`config.mk`:
```
export PLATFORM = sky130hd
export DESIGN_NAME = window_watchdog_reset
export DESIGN_NICKNAME = d
export VERILOG_FILES = /design/src/logic/wwd_pkg.sv /design/src/logic/wwd_timebase.sv /design/src/logic/window_watchdog_reset.sv
export SDC_FILE = /design/constraint.sdc
export NUM_CORES = 1
export LEC_CHECK = 0
export BUFFER_PORTS_ARGS = -buffer_cell sky130_fd_sc_hd__buf_2
export CORE_ASPECT_RATIO = 0.6
export CORE_MARGIN = 4
export CORE_UTILIZATION = 54
export CTS_BUF_LIST = sky130_fd_sc_hd__clkbuf_2 sky130_fd_sc_hd__clkbuf_4 sky130_fd_sc_hd__clkbuf_8
export DETAILED_ROUTE_END_ITERATION = 7
export PLACE_DENSITY = 0.83
export SLEW_MARGIN = 20
export SYNTH_ARGS = -nofsm -noshare
export SYNTH_HDL_FRONTEND = slang
export SYNTH_SLANG_ARGS = --single-unit
```
`constraint.sdc`:
```
create_clock -name core_clk -period 5.2 [get_ports core_clk]
set_clock_uncertainty 0.2 [all_clocks]
set_input_delay 1.56 -clock core_clk [delete_from_list [all_inputs] [get_ports core_clk]]
set_output_delay 1.56 -clock core_clk [all_outputs]
set_load 0.05 [all_outputs]
```
`src/logic/wwd_pkg.sv`:
```
// Purpose: Constants, state codes and helpers for the window watchdog
// Assumes: 200 MHz core clock, all windows counted in 0.5 ms ticks
// Notes: Operation summary follows
package wwd_pkg;
   // Clock rate and sampling period
   localparam int CLK_MHZ = 200;
   localparam int T_SAM_US = 500;
   localparam int SAM_CYCLES = T_SAM_US * CLK_MHZ;
   localparam int US_PER_MS = 1000;
   // Nominal durations in ms, window lengths given for fast timing
   localparam int T_RD_FAST_MS = 16;
   localparam int T_RD_SLOW_MS = 32;
   localparam int T_IW_MS = 32;
   localparam int T_CW_MS = 32;
   localparam int T_OW_MS = 32;
   localparam int LONG_OW_MULT = 4;
   localparam int SLOW_MULT = 2;
   // Window counter
   localparam int CNT_W = 10;
   localparam logic [CNT_W-1:0] CNT_ONE = 10'h001;
   localparam logic [CNT_W-1:0] CNT_ZERO = 10'h000;
   // Trigger sample history
   localparam int HIST_W = 4;
   localparam logic [HIST_W-1:0] TRIG_PATTERN = 4'hC;
   localparam logic [HIST_W-2:0] HIST_CLEAR = 3'h0;
   // Register port
   localparam int ADDR_W = 8;
   localparam int DATA_W = 32;
   localparam logic [ADDR_W-1:0] OFF_STATUS = 8'h00;
   localparam logic [ADDR_W-1:0] OFF_CAUSE = 8'h04;
   localparam int STAT_STATE_LSB = 0;
   localparam int STAT_SLOW_BIT = 3;
   localparam int STAT_OFF_BIT = 4;
   localparam int STAT_RST_BIT = 5;
   localparam int STAT_SUSP_BIT = 6;
   localparam int CAUSE_W = 3;
   localparam int CAUSE_MISS_BIT = 0;
   localparam int CAUSE_EARLY_BIT = 1;
   localparam int CAUSE_UV_BIT = 2;
   localparam logic [CAUSE_W-1:0] CAUSE_RESET = 3'h0;
   localparam logic [DATA_W-1:0] DATA_ZERO = 32'h0000_0000;
   // Window states, Gray along the usual path
   typedef enum logic [2:0] {
      ST_RESET = 3'h0,
      ST_IGNORE = 3'h1,
      ST_LONG = 3'h3,
      ST_CLOSED = 3'h2,
      ST_OPEN = 3'h6,
      ST_OFF = 3'h7
   } wd_state_t;
   // Window length in ticks, doubled for slow timing
   function automatic logic [CNT_W-1:0] win_ticks(input int ms, input logic slow);
      int t;
      t = ms * US_PER_MS / T_SAM_US;
      if (slow)
      begin
         t = t * SLOW_MULT;
      end
      return t[CNT_W-1:0];
   endfunction
endpackage

```
`src/logic/wwd_timebase.sv`:
```
// Purpose: Free-running sample tick for all watchdog timing
// Assumes: Period given in core clock cycles
// Notes: Tick is a one-cycle pulse from a flip-flop
`timescale 1ns/1ps
module wwd_timebase
   import wwd_pkg::*;
#(
   parameter int PERIOD = SAM_CYCLES
)(
   input wire logic core_clk,
   input wire logic sys_rst,
   input wire logic clk_en,
   output logic tick_q
);
   // Counter width from the period
   localparam int TW = $clog2(PERIOD + 1);
   localparam logic [TW-1:0] LAST = TW'(PERIOD - 1);
   localparam logic [TW-1:0] ONE = TW'(1);
   localparam logic [TW-1:0] ZERO = TW'(0);

   logic [TW-1:0] div_q; // Cycle divider

   // Divider wraps once per sample period
   always_ff @(posedge core_clk)
   begin
      if (sys_rst)
      begin
         div_q <= ZERO;
         tick_q <= 1'b0;
      end
      else if (clk_en)
      begin
         // One tick per wrap
         if (div_q == LAST)
         begin
            div_q <= ZERO;
            tick_q <= 1'b1;
         end
         else
         begin
            div_q <= div_q + ONE;
            tick_q <= 1'b0;
         end
      end
   end
endmodule

```
`src/logic/window_watchdog_reset.sv`:
```
// Purpose: Window watchdog and reset generator for a regulator
// Assumes: Straps static, comparator flags synchronous to core_clk
// Notes: Clock enable low freezes every flip-flop, register port too
//
// Implementation choices: the register addresses and the plain strobed port.
`timescale 1ns/1ps
module window_watchdog_reset
   import wwd_pkg::*;
#(
   parameter int SAMPLE_PERIOD = SAM_CYCLES
)(
   input wire logic core_clk,
   input wire logic sys_rst,
   input wire logic clk_en,
   input wire logic wd_trigger_in,
   input wire logic mode_sel_1,
   input wire logic mode_sel_2,
   input wire logic uv_out,
   input wire logic uv_in,
   input wire logic uv_in_enable,
   input wire logic low_load,
   input wire logic [ADDR_W-1:0] reg_addr,
   input wire logic [DATA_W-1:0] reg_wdata,
   input wire logic reg_wr,
   input wire logic reg_rd,
   output logic [DATA_W-1:0] reg_rdata,
   output logic reset_out_n
);
   // Sequencer state
   wd_state_t state_q; // Current window
   wd_state_t state_d; // Next window
   logic [CNT_W-1:0] cnt_q; // Ticks spent in window
   logic [CNT_W-1:0] cnt_d;
   logic [CNT_W-1:0] limit; // Length of current window
   logic expire; // Last tick of window
   logic tick_q; // Sample tick
   // Mode straps, registered
   logic slow_q; // Slow window timing
   logic wd_off_q; // Watchdog disabled
   logic rd_slow_q; // Slow reset delay
   logic [CNT_W-1:0] rd_ticks; // Reset delay length
   // Trigger sampler
   logic [HIST_W-2:0] hist_q; // Last three samples
   logic armed; // Trigger counts in this state
   logic trig_valid; // Valid trigger this cycle
   // Supervision
   logic uv_any; // Any undervoltage
   logic wd_active; // Watchdog running
   logic miss_ev; // Missing pulse reset
   logic early_ev; // Premature pulse reset
   logic uv_ev; // Undervoltage reset
   // Registers
   logic [CAUSE_W-1:0] cause_q; // Sticky reset causes
   logic [CAUSE_W-1:0] cause_clr;
   logic [CAUSE_W-1:0] cause_set;
   logic [DATA_W-1:0] rdata_q;
   logic rst_out_q;

   // Strap decoder: window timing is slow
   function automatic logic strap_slow(input logic m1, input logic m2);
      return !m1 && m2;
   endfunction

   // Strap decoder: watchdog disabled
   function automatic logic strap_off(input logic m1, input logic m2);
      return m1 && m2;
   endfunction

   // Sample tick source
   wwd_timebase #(
      .PERIOD(SAMPLE_PERIOD)
   ) u_timebase (
      .core_clk(core_clk),
      .sys_rst(sys_rst),
      .clk_en(clk_en),
      .tick_q(tick_q)
   );

   // Register the mode straps
   always_ff @(posedge core_clk)
   begin
      if (sys_rst)
      begin
         slow_q <= 1'b0;
         wd_off_q <= 1'b0;
         rd_slow_q <= 1'b0;
      end
      else if (clk_en)
      begin
         // Timing and off decode
         slow_q <= strap_slow(mode_sel_1, mode_sel_2);
         wd_off_q <= strap_off(mode_sel_1, mode_sel_2);
         // Fast delay only with both low
         rd_slow_q <= mode_sel_1 || mode_sel_2;
      end
   end

   // Undervoltage and suspend qualifiers
   always_comb
   begin
      // Output flag always, input flag on low-voltage parts
      uv_any = uv_out || (uv_in && uv_in_enable);
      // Low load suspends watchdog
      wd_active = !wd_off_q && !low_load;
   end

   // Window length for current state
   always_comb
   begin
      rd_ticks = rd_slow_q ? win_ticks(T_RD_SLOW_MS, 1'b0) : win_ticks(T_RD_FAST_MS, 1'b0);
      case (state_q)
         ST_RESET: limit = rd_ticks;
         ST_IGNORE: limit = win_ticks(T_IW_MS, slow_q);
         ST_LONG: limit = win_ticks(T_OW_MS * LONG_OW_MULT, slow_q);
         ST_CLOSED: limit = win_ticks(T_CW_MS, slow_q);
         ST_OPEN: limit = win_ticks(T_OW_MS, slow_q);
         default: limit = win_ticks(T_OW_MS, slow_q);
      endcase
      // Window ends on its last tick
      expire = tick_q && (cnt_q == limit - CNT_ONE);
   end

   // Trigger history sampled once per tick
   always_ff @(posedge core_clk)
   begin
      if (sys_rst)
      begin
         hist_q <= HIST_CLEAR;
      end
      else if (clk_en)
      begin
         // Ignored outside watchdog windows
         if (!armed)
         begin
            hist_q <= HIST_CLEAR;
         end
         // Shift in one sample per period
         else if (tick_q)
         begin
            hist_q <= {hist_q[HIST_W-3:0], wd_trigger_in};
         end
      end
   end

   // Trigger decoder
   always_comb
   begin
      armed = (state_q == ST_LONG) || (state_q == ST_CLOSED) || (state_q == ST_OPEN);
      // High, high, low, low: a falling edge
      trig_valid = armed && tick_q && ({hist_q, wd_trigger_in} == TRIG_PATTERN);
   end

   // Window sequencer next state
   always_comb
   begin
      state_d = state_q;
      miss_ev = 1'b0;
      early_ev = 1'b0;
      case (state_q)
         // Hold reset for the delay
         ST_RESET:
         begin
            if (expire)
            begin
               // Release starts ignore window, or off window when the watchdog is inactive
               state_d = wd_active ? ST_IGNORE : ST_OFF;
            end
         end
         // Trigger ignored here
         ST_IGNORE:
         begin
            if (expire)
            begin
               state_d = ST_LONG;
            end
         end
         // First trigger awaited
         ST_LONG:
         begin
            if (trig_valid)
            begin
               state_d = ST_CLOSED;
            end
            else if (expire)
            begin
               // Pattern must finish in time
               state_d = ST_RESET;
               miss_ev = 1'b1;
            end
         end
         // Trigger here is premature
         ST_CLOSED:
         begin
            if (trig_valid)
            begin
               state_d = ST_RESET;
               early_ev = 1'b1;
            end
            else if (expire)
            begin
               state_d = ST_OPEN;
            end
         end
         // Trigger expected here
         ST_OPEN:
         begin
            if (trig_valid)
            begin
               state_d = ST_CLOSED;
            end
            else if (expire)
            begin
               state_d = ST_RESET;
               miss_ev = 1'b1;
            end
         end
         // Disabled or suspended
         ST_OFF:
         begin
            if (wd_active)
            begin
               state_d = ST_IGNORE;
            end
         end
         default:
         begin
            state_d = ST_RESET;
         end
      endcase
      // Suspend or disable outside the delay
      if (!wd_active && (state_q != ST_RESET))
      begin
         state_d = ST_OFF;
         miss_ev = 1'b0;
         early_ev = 1'b0;
      end
      // Undervoltage wins over all
      uv_ev = uv_any && (state_q != ST_RESET);
      if (uv_any)
      begin
         state_d = ST_RESET;
      end
   end

   // Counter restarts with each window
   always_comb
   begin
      if (uv_any || (state_d != state_q))
      begin
         // Fresh full sequence after any reset
         cnt_d = CNT_ZERO;
      end
      else if (tick_q && (state_q != ST_OFF))
      begin
         cnt_d = cnt_q + CNT_ONE;
      end
      else
      begin
         cnt_d = cnt_q;
      end
   end

   // Sequencer and reset output flops
   always_ff @(posedge core_clk)
   begin
      if (sys_rst)
      begin
         state_q <= ST_RESET;
         cnt_q <= CNT_ZERO;
         rst_out_q <= 1'b0;
      end
      else if (clk_en)
      begin
         state_q <= state_d;
         cnt_q <= cnt_d;
         // Low through the whole delay
         rst_out_q <= (state_d != ST_RESET);
      end
   end

   // Sticky reset causes, set beats clear
   always_comb
   begin
      cause_clr = CAUSE_RESET;
      if (reg_wr && (reg_addr == OFF_CAUSE))
      begin
         cause_clr = reg_wdata[CAUSE_W-1:0];
      end
      cause_set = CAUSE_RESET;
      cause_set[CAUSE_MISS_BIT] = miss_ev;
      cause_set[CAUSE_EARLY_BIT] = early_ev;
      cause_set[CAUSE_UV_BIT] = uv_ev;
   end

   // Cause register
   always_ff @(posedge core_clk)
   begin
      if (sys_rst)
      begin
         cause_q <= CAUSE_RESET;
      end
      else if (clk_en)
      begin
         cause_q <= (cause_q & ~cause_clr) | cause_set;
      end
   end

   // Read data, valid the cycle after a read only
   always_ff @(posedge core_clk)
   begin
      if (sys_rst)
      begin
         rdata_q <= DATA_ZERO;
      end
      else if (clk_en)
      begin
         rdata_q <= DATA_ZERO;
         if (reg_rd)
         begin
            case (reg_addr)
               // Live window state and mode
               OFF_STATUS:
               begin
                  rdata_q[STAT_STATE_LSB +: $bits(wd_state_t)] <= state_q;
                  rdata_q[STAT_SLOW_BIT] <= slow_q;
                  rdata_q[STAT_OFF_BIT] <= wd_off_q;
                  rdata_q[STAT_RST_BIT] <= rst_out_q;
                  rdata_q[STAT_SUSP_BIT] <= low_load;
               end
               // Sticky causes
               OFF_CAUSE:
               begin
                  rdata_q[CAUSE_W-1:0] <= cause_q;
               end
               // Unmapped reads zero
               default:
               begin
                  rdata_q <= DATA_ZERO;
               end
            endcase
         end
      end
   end

   assign reg_rdata = rdata_q;
   assign reset_out_n = rst_out_q;

   // Qualifier shared by the checks below
   logic run;
   assign run = clk_en && !uv_any && wd_active;
endmodule

```
Word level (Yosys, flattened, before mapping). Index checks and enable logic that the tools add are counted.

$add $sub $neg: 3. Eq/ne operators: 12. Mux-type cells: 32. Bitwise logic cells: 3. Reduce and logical (&&, ||, !) cells: 28.

Operators with widths (count): 3-bit two-way mux (13); 10-bit two-way mux (3); 10-bit one-hot mux with 2 select lines (1); 17-bit by 1-bit adder with 17-bit output, second input constant (1); 17-bit equality test, second input constant (1); 17-bit two-way mux (1); 3-bit one-hot mux with 5 select lines (1); 7-bit two-way mux (2); 1-bit logical AND (11); 10-bit by 1-bit adder with 10-bit output, second input constant (1); 10-bit equality test (1); 10-bit by 1-bit subtractor with 10-bit output, second input constant (1); 8-bit by 3-bit equality test with 1-bit output, second input constant (1); 8-bit logical NOT (1); 1-bit two-way mux (8); 8-bit two-way mux (1); 3-bit by 2-bit equality test with 1-bit output, second input constant (2); 3-bit equality test, second input constant (2); 3-bit one-hot mux with 2 select lines (1); 3-bit nonzero test (2); 1-bit logical OR (5); 4-bit equality test, second input constant (1); 1-bit logical NOT (4); 4-bit two-way mux (1); 11 further kinds (12).

Flip-flop bits (word level): 73. Input port bits: 52. Output and inout bits: 33. Logic and storage cells: 89.

Depth between registers and ports, before layout.
Depth after elaboration: 14. Mapped depth: 15. Gate-level depth less buffers: 12.

Hierarchy. Synthesis repeated with hierarchy kept, for this count alone.

Cell total of the unflattened synthesis: 359. Area, all modules: 2910.3 µm².

By module, submodules not included: window_watchdog_reset (instances 1, cells each 259, area an instance 2060.7 µm², seq. area each 600.6 µm²); wwd_timebase (instances 1, cells each 100, area an instance 849.6 µm², seq. area each 360.3 µm²).

Worst setup path after synthesis. Ideal clock, no wire load.

Kind: register -> register. Start: reg state_q[2]. End: reg cnt_q[7]. Library setup time: 0.061 ns. Data arrival time: 3.712 ns. Data required time: 4.939 ns. Path slack: 1.227 ns. Stages on the path, launching flop included: 15. Path buffers: 2. Clock period less this slack: 3.973 ns. Cells stage by stage: dfxtp_1 > clkbuf_1 > buf_1 > nor2_1 > a21oi_1 > o22a_1 > ha_1 > or3b_1 > a211o_1 > o211ai_1 > nand3_4 > mux2i_4 > a311o_1 > or4_1 > nand2_1.

Word-level cells in the longest chain between the ends: 14. Elaborated cells on any way between the ends: 34. Classes of those cells: add/sub: 1; eq/ne: 8; mux: 12; reduce/logical: 13.

Ends and longest elaborated chain: start: declaration (line window_watchdog_reset.sv:30) `wd_state_t state_q;`; start signal: assignment (line window_watchdog_reset.sv:274) `state_q <= state_d;`; 3-bit by 2-bit equality test with 1-bit output or 3-bit logical NOT (tied branches) (line window_watchdog_reset.sv:111, window_watchdog_reset.sv:148, window_watchdog_reset.sv:159); 10-bit one-hot mux with 2 select lines (line window_watchdog_reset.sv:111) `case (state_q)`; 10-bit by 1-bit subtractor with 10-bit output (line window_watchdog_reset.sv:120) `expire = tick_q && (cnt_q == limit - CNT_ONE);`; 10-bit equality test (line window_watchdog_reset.sv:120); 1-bit logical AND (line window_watchdog_reset.sv:120); 3-bit two-way mux (on tied branches) (line window_watchdog_reset.sv:184, window_watchdog_reset.sv:211, window_watchdog_reset.sv:199); 3-bit two-way mux (on tied branches) (line window_watchdog_reset.sv:180, window_watchdog_reset.sv:194); 3-bit one-hot mux with 5 select lines (line window_watchdog_reset.sv:159) `case (state_q)`; 3-bit two-way mux (line window_watchdog_reset.sv:231) `if (!wd_active && (state_q != ST_RESET))`; 3-bit two-way mux (line window_watchdog_reset.sv:239) `if (uv_any)`; 3-bit != test (line window_watchdog_reset.sv:248) `if (uv_any || (state_d != state_q))`; 1-bit logical OR (line window_watchdog_reset.sv:248); 2-bit nonzero test (no line); 2-bit AND reduction (no line); end signal: assignment (line window_watchdog_reset.sv:275) `cnt_q <= cnt_d;`; end: declaration (line window_watchdog_reset.sv:32) `logic [CNT_W-1:0] cnt_q;`.

Several ways; a longest one is shown, not always the timed one. A chain may end at the register's enable or synchronous reset.

Worst setup path in the final report.
Start: reg state_q[0]. End: reg cnt_q[1].

Same word-level chain as after synthesis.

==> impl_metrics.toml <==
[outcome]
outcome = "finished clean"

[pwr]
p_switching_uw = 225
p_per_area_mw_per_mm2 = 241
total_leakage_power_nw = 1.18
seqPwrFrac_pct = 51.3
max-vdd-ir-drop_mv = 0.101
sw_frac_of_total_pct = 30.6
comb_power_share_pct = 16.5
fin_total_pwr_uw = 736
clock_power_share_pct = 32.1
p_int_uw = 511

[layout]
final.fill_count = 490
stdcell_area_mm2 = 0.00305
syn2layout_area_growth_pct = 6.60
final_cell_count_no_fill = 456
layout.nets = 444
layout.cells.most_common = "sky130_fd_sc_hd__nor2_1"
antenna_cells_inserted = 0
sequential_cell_area_um2 = 961
final_layout_size_suffix_gt1_share_pct = 13.3
multi_input_comb_area_mm2 = 0.00170
layout.cells.most_common_list = "sky130_fd_sc_hd__nor2_1 (55), sky130_fd_sc_hd__dfxtp_1 (48), sky130_fd_sc_hd__nand2_1 (36)"

[floorplan]
core_area_mm2 = 0.00510
fp.dieArea_mm2 = 0.00657
die_w_um = 102
start_util_pct = 56.1
die_height_um = 64.4
rows = 20
io-pin-count = 85

[logic_synthesis]
synth_edf_count = 0
post_synth_instance_area_mm2 = 0.00286
postSynthRegisterBits = 48
post_synth.cell_area_avg_um2 = 7.83
synth.lib_cells_used.distinct = 58
synthArstFlopShare_pct = 0
yosys_warnings = 0
synth_top_flop_cell = "sky130_fd_sc_hd__dfxtp_1"
synth_cells = 366
synth_sequential_area_ratio_pct = 33.6

[grt]
vias_in_the_first_global_route = 2414
grt_antenna_before_repair = 0
grt_overflow_total = 0
grt_first_pass_wirelength_um = 11000
maximum_number_of_pins_on_one_net_before_global_route_repair = 31
grt_usage_pct = 20.7

[routing]
drt_pre_antenna_iters = 4
via_total_after_detailed_routing = 2624
met3_wl_post_dr_um = 651
met1_length_um = 3020
final_routed_wire_length_divided_by_cell_count_um = 14.1
post_drt_via_cell_ratio = 5.75
wl_um = 6450
drcViolationCount = 0
top_signal_layer_used = "met4"
final_antenna_net_count = 0
wl_met2_um = 2700
drt_first_iter_violations = 242

[placement]
place_congestion = 0.956
place.port_buffers = 30
post-place-cells = 448
placed_area_mm2 = 0.00296
dpl.hpwl_um = 4850

[timing]
post-route-min-period_ns = 4.00
rsz0062_at_grt = "no"
hold_ws_ns = 0.289
tns_ns = 0
timing.final.crit_share_pct = 76.9
timing.final.setup_violations = 0
finalMaxSlewViolations = 0
finalHoldViolCount = 0
tightestPinTransition_ns = 0.876
slew-limit-headroom_pct = 41.5
fmax_ghz = 0.250

[cts]
cts_inserted_buffers = 5
cts.clk_slew.worst_paths_ns = 0.09
clk_root_buffer_cell = "sky130_fd_sc_hd__clkbuf_8"
cts_tree = "yes"
post_cts_hold_buffer_count = 0
clock_latency_ns = 0.30
cts_setup_buffers = 0
cts.sinks = 48
cts-htree-levels = 2
ctsResizeCount = 0
cts_max_path_buffers = 2

[worst_setup_path]
worst_path_maximum_fanout = 20
critical_path_arrival_ns = 3.99
ff2ff_path_depth = 13
end_kind = "flop"
timing_worst_setup_path_type = "flop to flop"
startpoint_type = "flop"
cp.required_ns = 5.19

[hold_path]
hp-class = "flop to flop"
hold_depth = 2

[job]
timing.max_cap.violations = 0
[layout make-up]
class | instances | area share (%)
inverters | 8 | 0.984
flip-flops and latches | 48 | 31.5
repair buffers | 34 | 5.90
multi-input cells | 292 | 55.7
clock buffers | 6 | 2.70
clock inverters | 2 | 0.492
well taps | 66 | 2.70
[critical path, stage by stage (launching register included)]
cell                       delay (ns)
sky130_fd_sc_hd__dfxtp_1         0.31
sky130_fd_sc_hd__buf_4           0.20
sky130_fd_sc_hd__nor2b_1         0.19
sky130_fd_sc_hd__nor2_1          0.12
sky130_fd_sc_hd__o22a_1          0.15
sky130_fd_sc_hd__ha_1            0.23
sky130_fd_sc_hd__or3b_1          0.38
sky130_fd_sc_hd__a211o_1         0.29
sky130_fd_sc_hd__o211ai_1        0.21
sky130_fd_sc_hd__nand3_4         0.24
sky130_fd_sc_hd__mux2i_4         0.27
sky130_fd_sc_hd__a211oi_2        0.74
sky130_fd_sc_hd__nor2_1          0.08
sky130_fd_sc_hd__o221a_2         0.28
[kinds of logic (layout without fill, tap and decap cells)]
kind of cell	Yosys count	count (layout)	share of synthesized area, %
buffers and inverters	50	50	10.2
adders and majority gates	3	3	1.31
and+or+nand+nor	160	160	27.8
other	1	25	0.131
DFF	48	48	33.6
xor gates and xnor gates	17	17	5.20
AOI/OAI and AO/OA	79	79	18.6
muxes	8	8	3.23
[stage by stage]
stage	setup slack (ns)	utilization (%)
floorplan	1.23	-
global placement	1.20	57.9
detailed placement	1.09	57.9
CTS	1.20	59.8
global route	0.855	59.8
finish	1.20	59.8
[path summary, 6_finish.rpt]
| kind | slack (ns) | from | to |
|---|---|---|---|
| max | 1.20 | state_q[0] | cnt_q[1] |
| min | 0.29 | cause_q[2] | cause_q[2] |
| max reg2reg | 1.20 | state_q[0] | cnt_q[1] |
| min reg2reg | 0.29 | cause_q[2] | cause_q[2] |
[cells in the mapped netlist, drive strengths merged, types with 2 or more instances]
library cell  number  area [µm²]
o221ai             2        17.5
a21oi             25         125
nor4b              3        26.3
or4                5        41.3
nand2             36         135
clkbuf            12        45.0
a22oi              7        52.6
and3               5        31.3
a31oi              2        12.5
nand3             15        87.6
nor3               4        20.0
or3               10        62.6
nor2b              5        31.3
o22a               2        17.5
a311oi             3        26.3
nand2b             2        12.5
or2                2        12.5
o21ai             16        80.1
a211oi             6        62.6
o211ai             5        42.5
nand3b             2        15.0
nand4              7        43.8
buf               30         216
dfxtp             48         961
mux2i              8        92.6
ha                 3        37.5
xnor2              4        35.0
and2               3        18.8
inv                8        30.0
a21o               2        15.0
xor2              13         114
nor2              55         206
[flip-flops by register name, indices dropped and copies added, names as in the netlist]
signal / count
u_timebase.div_q: 17
cnt_q: 10
reg_rdata: 7
cause_q: 3
hist_q: 3
state_q: 3
rd_slow_q: 1
reset_out_n: 1
slow_q: 1
u_timebase.tick_q: 1
wd_off_q: 1
[power groups by stage]
stage	combinational (mW)	sequential (mW)	clock (mW)
floorplan	0.113	0.386	0
global placement	0.116	0.386	0
detailed placement	0.121	0.386	0
CTS	0.121	0.378	0.243
global route	0.132	0.379	0.264
finish	0.122	0.378	0.236
[layer usage]
| layer | vias up | GRT usage (%) |
|---|---|---|
| li1 | 1290 | - |
| met3 | 12 | 5.81 |
| met4 | 0 | 4.91 |
| met5 | - | 0 |
| met2 | 102 | 30.3 |
| met1 | 1220 | 30.0 |
(Power assumes the default switching activity.)
